File: config.mk
export PLATFORM = sky130hd
export DESIGN_NAME = wspmc_ctrl
export DESIGN_NICKNAME = d
export VERILOG_FILES = /design/src/shared/wspmc_pkg.sv /design/src/rtl/wspmc_ctrl.sv /design/src/rtl/wspmc_ior.sv /design/src/rtl/wspmc_stab.sv
export VERILOG_INCLUDE_DIRS = /design/src /design/src/shared
export SDC_FILE = /design/constraint.sdc
export NUM_CORES = 1
export LEC_CHECK = 0
export BUFFER_PORTS_ARGS = -buffer_cell sky130_fd_sc_hd__buf_2
export CAP_MARGIN = 15
export CELL_PAD_IN_SITES_DETAIL_PLACEMENT = 0
export CELL_PAD_IN_SITES_GLOBAL_PLACEMENT = 1
export CORE_MARGIN = 2
export CORE_UTILIZATION = 30
export CTS_CLUSTER_SIZE = 12
export DETAILED_ROUTE_END_ITERATION = 8
export PLACE_DENSITY_LB_ADDON = 0.1
export SLEW_MARGIN = 5
export SYNTH_ARGS = -nofsm -noshare
export SYNTH_HDL_FRONTEND = slang
export SYNTH_SLANG_ARGS = --single-unit
File: constraint.sdc
create_clock -name clk_i -period 4.2 [get_ports clk_i]
set_input_delay 0.84 -clock clk_i [delete_from_list [all_inputs] [get_ports clk_i]]
set_output_delay 0.84 -clock clk_i [all_outputs]
set_load 0.03 [all_outputs]
File: src/shared/wspmc_cfg.svh
`ifndef WSPMC_CFG_SVH
`define WSPMC_CFG_SVH

// Interrupt option register layout and reset value.
`define WSPMC_OPT_ENABLE_BIT 4
`define WSPMC_OPT_RESET 8'h00
// Oscillator stabilisation delay after stop wake-up, in oscillator cycles.
`define WSPMC_STAB_CYCLES 16'h0100
`define WSPMC_STAB_W 16

`endif

File: src/shared/wspmc_pkg.sv
package wspmc_pkg;
  typedef enum logic [2:0] {
    WSPMC_RUN = 3'b000,
    WSPMC_WAIT = 3'b001,
    WSPMC_STOP = 3'b011,
    WSPMC_STAB = 3'b010,
    WSPMC_WAKE = 3'b110
  } wspmc_state_e;

  typedef enum logic [1:0] {
    WSPMC_CTX_NORMAL = 2'b00,
    WSPMC_CTX_IRQ = 2'b01,
    WSPMC_CTX_NMI = 2'b10
  } wspmc_ctx_e;

  typedef enum logic [1:0] {
    WSPMC_RES_NEXT = 2'b00,
    WSPMC_RES_SERVICE_IRQ = 2'b01,
    WSPMC_RES_SERVICE_NMI = 2'b10
  } wspmc_resume_e;
endpackage

File: src/rtl/wspmc_ctrl.sv
`timescale 1ns/10ps
`include "wspmc_cfg.svh"

// Notes on behaviour
// WAIT halts instruction processing at once.
// Peripherals run; memory and registers kept.
// Oscillator keeps running during wait.
// Enabled peripheral interrupt ends wait.
// Reset during wait: normal reset.
// Wait wake-up has no stabilisation delay.
// Stop only with watchdog disabled.
// Stop halts oscillator until interrupt or reset.
// Pin reset during stop: normal reset.
// Stop wake-up waits stabilisation delay.
// Wake-up keeps oscillator selection.
// From main: service, then next instruction.
// From NMI routine: resume, stay NMI.
// In IRQ, maskable wake: continue routine.
// In IRQ, NMI wake: run NMI first.
// Active watchdog turns STOP into WAIT.
// Global enable cleared: only reset wakes.
// No entry while enabled request pending.
// Global enable is option register bit 4.
// Option register clears on reset.
// Sample interrupts at instruction end.
// Stabilisation length is a parameter.
module wspmc_ctrl
  import wspmc_pkg::*;
(
  input wire logic clk_i,
  input wire logic rst_i,
  input wire logic instr_end_i,
  input wire logic wait_exec_i,
  input wire logic stop_exec_i,
  input wire logic [1:0] core_ctx_i,
  input wire logic opt_we_i,
  input wire logic [7:0] opt_wdata_i,
  input wire logic [3:0] irq_req_i,
  input wire logic nmi_req_i,
  input wire logic watchdog_active_i,
  input wire logic osc_tick_i,
  input wire logic osc_sel_i,
  output logic core_halt_o,
  output logic osc_run_o,
  output logic osc_sel_o,
  output logic periph_clk_en_o,
  output logic global_interrupt_enable_o,
  output logic irq_take_o,
  output logic nmi_take_o,
  output logic wake_o,
  output logic [1:0] resume_o,
  output logic [1:0] ctx_o,
  output logic [2:0] state_o
);
  wspmc_state_e state_reg;
  wspmc_state_e state_next;
  logic [1:0] ctx_reg;
  logic [1:0] resume_reg;
  logic [1:0] resume_next;
  logic osc_sel_reg;
  logic [7:0] opt_w;
  logic gie_w;
  logic irq_pend_w;
  logic any_pend_w;
  logic wake_req_w;
  logic enter_wait_w;
  logic enter_stop_w;
  logic stab_start_w;
  logic stab_done_w;
  logic wake_w;

  wspmc_optreg u_optreg (
    .clk_i(clk_i),
    .rst_i(rst_i),
    .opt_we_i(opt_we_i),
    .opt_wdata_i(opt_wdata_i),
    .opt_o(opt_w),
    .global_interrupt_enable_o(gie_w)
  );

  wspmc_stab u_stab (
    .clk_i(clk_i),
    .rst_i(rst_i),
    .start_i(stab_start_w),
    .osc_tick_i(osc_tick_i),
    .done_o(stab_done_w)
  );

  // Maskable requests need the global enable.
  assign irq_pend_w = gie_w && (|irq_req_i);
  assign any_pend_w = irq_pend_w || nmi_req_i;
  // NMI wakes only when enabled globally.
  assign wake_req_w = gie_w && ((|irq_req_i) || nmi_req_i);

  // Entry refused while an NMI or an enabled maskable request is pending.
  assign enter_wait_w = (state_reg == WSPMC_RUN) && !any_pend_w &&
                        (wait_exec_i || (stop_exec_i && watchdog_active_i));
  // Stop requires watchdog off.
  assign enter_stop_w = (state_reg == WSPMC_RUN) && !any_pend_w && stop_exec_i &&
                        !watchdog_active_i;

  // Stabilisation begins on stop wake-up.
  assign stab_start_w = (state_reg == WSPMC_STOP) && wake_req_w;
  assign wake_w = (state_reg == WSPMC_WAKE);

  // Resume action chosen from context held at entry.
  always_comb begin
    resume_next = resume_reg;
    if ((state_reg == WSPMC_WAIT) || (state_reg == WSPMC_STOP)) begin
      if (ctx_reg == WSPMC_CTX_NMI) begin
        // Stay in NMI context.
        resume_next = WSPMC_RES_NEXT;
      end else if (ctx_reg == WSPMC_CTX_IRQ) begin
        // NMI first, else continue routine.
        resume_next = nmi_req_i ? WSPMC_RES_SERVICE_NMI : WSPMC_RES_NEXT;
      end else begin
        // Service waking interrupt first.
        resume_next = nmi_req_i ? WSPMC_RES_SERVICE_NMI : WSPMC_RES_SERVICE_IRQ;
      end
    end
  end

  always_comb begin
    state_next = state_reg;
    unique case (state_reg)
      WSPMC_RUN: begin
        // Enter immediately.
        if (enter_stop_w) begin
          state_next = WSPMC_STOP;
        end else if (enter_wait_w) begin
          state_next = WSPMC_WAIT;
        end
      end
      WSPMC_WAIT: begin
        // Wake with no delay.
        if (wake_req_w) begin
          state_next = WSPMC_WAKE;
        end
      end
      WSPMC_STOP: begin
        // Held until an enabled request.
        if (wake_req_w) begin
          state_next = WSPMC_STAB;
        end
      end
      WSPMC_STAB: begin
        if (stab_done_w) begin
          state_next = WSPMC_WAKE;
        end
      end
      WSPMC_WAKE: begin
        state_next = WSPMC_RUN;
      end
      default: begin
        state_next = WSPMC_RUN;
      end
    endcase
  end

  // Reset restarts the normal procedure.
  always_ff @(posedge clk_i) begin
    if (rst_i) begin
      state_reg <= WSPMC_RUN;
      ctx_reg <= WSPMC_CTX_NORMAL;
      resume_reg <= WSPMC_RES_NEXT;
      osc_sel_reg <= 1'b0;
    end else begin
      state_reg <= state_next;
      resume_reg <= resume_next;
      if (enter_wait_w || enter_stop_w) begin
        ctx_reg <= core_ctx_i;
      end
      // Selection frozen across low-power states.
      if (state_reg == WSPMC_RUN) begin
        osc_sel_reg <= osc_sel_i;
      end
    end
  end

  // Core halted; peripherals keep state.
  assign core_halt_o = (state_reg != WSPMC_RUN) && (state_reg != WSPMC_WAKE);
  // Oscillator off only in stop.
  assign osc_run_o = (state_reg != WSPMC_STOP);
  assign periph_clk_en_o = (state_reg != WSPMC_STOP) && (state_reg != WSPMC_STAB);
  assign osc_sel_o = osc_sel_reg;
  assign global_interrupt_enable_o = gie_w;
  // Sampled at instruction end, NMI not masked.
  assign nmi_take_o = (state_reg == WSPMC_RUN) && instr_end_i && nmi_req_i;
  assign irq_take_o = (state_reg == WSPMC_RUN) && instr_end_i && !nmi_req_i && irq_pend_w &&
                      (core_ctx_i == WSPMC_CTX_NORMAL);
  assign wake_o = wake_w;
  assign resume_o = resume_reg;
  assign ctx_o = ctx_reg;
  assign state_o = state_reg;
endmodule

File: src/rtl/wspmc_ior.sv
`timescale 1ns/10ps
`include "wspmc_cfg.svh"

module wspmc_optreg
  import wspmc_pkg::*;
(
  input wire logic clk_i,
  input wire logic rst_i,
  input wire logic opt_we_i,
  input wire logic [7:0] opt_wdata_i,
  output logic [7:0] opt_o,
  output logic global_interrupt_enable_o
);
  logic [7:0] opt_reg;

  // Cleared on reset.
  always_ff @(posedge clk_i) begin
    if (rst_i) begin
      opt_reg <= `WSPMC_OPT_RESET;
    end else if (opt_we_i) begin
      opt_reg <= opt_wdata_i;
    end
  end

  assign opt_o = opt_reg;
  // Global enable bit.
  assign global_interrupt_enable_o = opt_reg[`WSPMC_OPT_ENABLE_BIT];
endmodule

File: src/rtl/wspmc_stab.sv
`timescale 1ns/10ps
`include "wspmc_cfg.svh"

module wspmc_stab
  import wspmc_pkg::*;
(
  input wire logic clk_i,
  input wire logic rst_i,
  input wire logic start_i,
  input wire logic osc_tick_i,
  output logic done_o
);
  logic [`WSPMC_STAB_W-1:0] cnt_reg;
  logic [`WSPMC_STAB_W-1:0] cnt_next;
  logic busy_reg;
  logic busy_next;
  logic last_w;

  // Counts restarted oscillator cycles.
  assign last_w = busy_reg && osc_tick_i && (cnt_reg == `WSPMC_STAB_CYCLES - 16'h0001);
  assign cnt_next = start_i ? 16'h0000 : (busy_reg && osc_tick_i) ? cnt_reg + 16'h0001 : cnt_reg;
  assign busy_next = start_i ? 1'b1 : (last_w ? 1'b0 : busy_reg);

  always_ff @(posedge clk_i) begin
    if (rst_i) begin
      cnt_reg <= 16'h0000;
      busy_reg <= 1'b0;
      done_o <= 1'b0;
    end else begin
      cnt_reg <= cnt_next;
      busy_reg <= busy_next;
      done_o <= last_w;
    end
  end
endmodule

==> out/summary.md <==
For the clock latency on the worst-skew pair, the log shows 0.27 ns. Once the clock tree was built, the resizer swapped 0 gates to a different size. Setup repair after global routing left no endpoint under its margin. The number of cells produced by synthesis was 143; the share of async-settable or async-resettable flops after synthesis was 0. After the first detailed-routing iteration, the DRC count stood at 43.

The logs give 0 for the count of hold buffers inserted by post-cts repair and 2720 microns for the total detailed-routing wirelength. Initial antenna violation count: 0. The number of flip-flops and latches in the synthesized netlist is 27. The placed instances occupy a cell area of 0.00149 sq mm. The synthesized netlist contains 34 unique library cells. The net count of the finished layout was 200; the average cell area after synthesis was 9.00 sq um. The total area inside the core boundary comes to 0.00406 sq mm. The detailed router placed 1096 vias in this run. Traced cell by cell, the critical path runs through buf_2 -> or4_4 -> nand4_1 -> nor4_1 -> buf_2. For this run, design rule violations remaining after detail routing come to 0. Entering global routing, the biggest net connects 17 pins. Share of the clock period used by the worst path after layout: 0.646. The number of max-cap violations came out at 0.

For the overflow left after global routing, the log shows 0. Of all nets on the critical path, the largest fanout is 5. 39 I/O pins were placed. Summed over all cells, the static leakage comes to 0.570 nW.

The worst IR drop on VDD was 144 uV; the total negative setup slack was 0 ns. At the worst endpoint, the arrival time is 1.87 ns. Power spread over the standard cell area amounts to 324 mW/mm^2. The detail-routed net length per standard cell is 12.1 microns, and the effective utilization at floorplan is 0.317. The data required time of the worst path was 3.36 ns; the via count of the first global-routing pass was 1042. The cell sitting at the root of the clock tree is a clkbuf_8.

The die is 69.5 microns wide. The number of fill cells in the layout is 421, and the post-synthesis to final-layout area growth is 19.2%. The clock sink total is 27, and the antenna diode count is 0. The run gives 0.555 as the worst-case headroom to the max-slew limit. The most used flip-flop cell after synthesis is dfxtp_1.

The count of buffers added on input and output ports is 31. The tools report the aggregate global-route resource usage as 0.116. The flow ran to the end, and the final reports show no timing, DRC or antenna violations. Once detailed placement completed, the half-perimeter wirelength came to 2030 microns. The die covers 0.00483 sq mm. The number of H-tree levels came out at 1. The worst setup path is launched from an input pin.

In this run the vertical extent of the chip is 69.5 microns. Once the clock tree was built, the setup fixing pass inserted 0 buffers. The worst min-delay path class was reg -> reg. The count of nets left with antenna violations once routing finished came out at 0. By startpoint and endpoint, the worst setup path is classified as in -> out.

Summing internal, switching and leakage power gives 0.000497 W. The total count of hold-check failures in the final report is 0, and the number of endpoints failing setup at the final stage is 0. Clock-pin slew was measured on the worst setup and hold paths at 0.09 ns. In this run, synthesis inferred 0 flip-flops with an integrated enable.

The pre-antenna-repair detailed-routing pass consisted of 4 iterations. The number of slew-limit violations in the final report came out at 0. TritonCTS built the clock tree. Cell with the most instances on the worst path: buf_2. The post-detailed-route via-to-cell ratio is 4.89.

The floorplan has 23 rows. For this run, the number of Yosys warnings is 0. The longest individual stage delay on the worst path was 0.59 ns. The run gives 220 as the number of placed instances, taps included. The sequential share of the synthesized area is 0.420, and the share of post-route cells with drive strength above 1 is 0.241. Leaving out filler cells and counting taps, the final layout contains 224.

The cell with the largest stage delay on the worst path was or4_4. The finished cells cover 0.00154 sq mm. The run gives 2 as the maximum clock path buffer count. The pin slew with the least headroom to its limit was 0.667 ns.

Category of the worst setup path capture point: a primary output. The global placement routability congestion came out at 0.772. The cell area after technology mapping is 0.00129 sq mm.

The run gives 168 as the number of nets in the synthesized netlist. The register with the most flip-flops in the layout has 16 of them. The first global-routing pass estimated 4740 microns of wire.

Clock skew on the completed layout was measured at 0.00735 ns. In this run, CTS created clock tree buffers numbering 3. The run gives 0.368 GHz as the highest clock rate. The worst path in the final design needs a cycle of 2.71 ns, including I/O delays and setup.
-- cells by family after synthesis --
group | Yosys count | synth area share
mux | 4 | 0.0311
simple gates | 72 | 0.305
xor+xnor | 12 | 0.0816
fa+ha+maj | 1 | 0.00972
buf+inv | 8 | 0.0243
flops | 27 | 0.420
compound gates | 19 | 0.128
-- per-layer routing --
metal | vias to the layer above | routed length, microns | GRT usage
met1 | 491 | 1270 | 0.150
met3 | 4 | 166 | 0.0262
li1 | 572 | - | -
met5 | - | 0 | 0
met2 | 29 | 1250 | 0.194
met4 | 0 | 28 | 0.0327
-- through the flow --
step,setup slack [ns],hold slack [ns],util
3_3_place_gp,1.49,0.465,0.367
4_1_cts,1.48,0.490,0.378
6_report,1.49,0.484,0.378
5_1_grt,1.46,0.519,0.378
2_1_floorplan,1.35,0.454,-
3_5_place_dp,1.48,0.477,0.367
-- cell usage in the layout, fill, tap and decap left out, types with 6 or more instances in the layout --
| cell type | synthesis | final |
|---|---|---|
| a21oi_1 | 6 | 6 |
| buf_2 | 1 | 31 |
| dfxtp_1 | 27 | 27 |
| nand2_1 | 7 | 7 |
| nand3_1 | 7 | 7 |
| nor2_1 | 23 | 23 |
| nor3_1 | 6 | 6 |
| nor4_1 | 6 | 6 |
| xnor2_1 | 9 | 9 |
-- critical path, delay by kind of cell --
kind,cells,cell delay (ns)
and+or+nand+nor,3,0.77
buffers and inverters,2,0.28
-- power breakdown --
part           switching [W]  internal [W]  leakage [nW]  total (W)
Combinational      0.0000510     0.0000290         0.326  0.0000800
Clock              0.0000787     0.0000664        0.0255   0.000145
Sequential        0.00000902      0.000263         0.219   0.000272
-- Yosys cell counts, drive strengths merged, types with 4 or more instances --
library cell / count / area [sq um]
nor2: 23 / 86.3
a21oi: 6 / 30.0
nor4: 6 / 37.5
dfxtp: 27 / 541
inv: 4 / 15.0
o21ai: 4 / 20.0
nand2: 7 / 26.3
or3: 4 / 25.0
nand3: 8 / 52.6
xnor2: 9 / 78.8
mux2i: 4 / 40.0
nand2b: 4 / 25.0
nor3: 6 / 30.0
-- final timing paths --
path	from	to	slack (ns)	cells past startpoint
max reg2reg	u_stab.cnt_reg[0]	u_stab.cnt_reg[14]	2.34	5
min reg2reg	u_stab.cnt_reg[1]	u_stab.cnt_reg[1]	0.48	2
min	u_stab.cnt_reg[1]	u_stab.cnt_reg[1]	0.48	2
max	irq_req_i[1]	irq_take_o	1.49	5
-- cell type report --
type	instances	area, sq um	area share
clock buffers	3	41.3	0.0269
clock inverters	1	5.00	0.00326
inverters	4	15.0	0.00978
multi-input cells	108	716	0.466
flip-flops and latches	27	541	0.352
well taps	50	62.6	0.0407
repair buffers	31	155	0.101
Note: power is estimated with default switching activity, not from simulation.
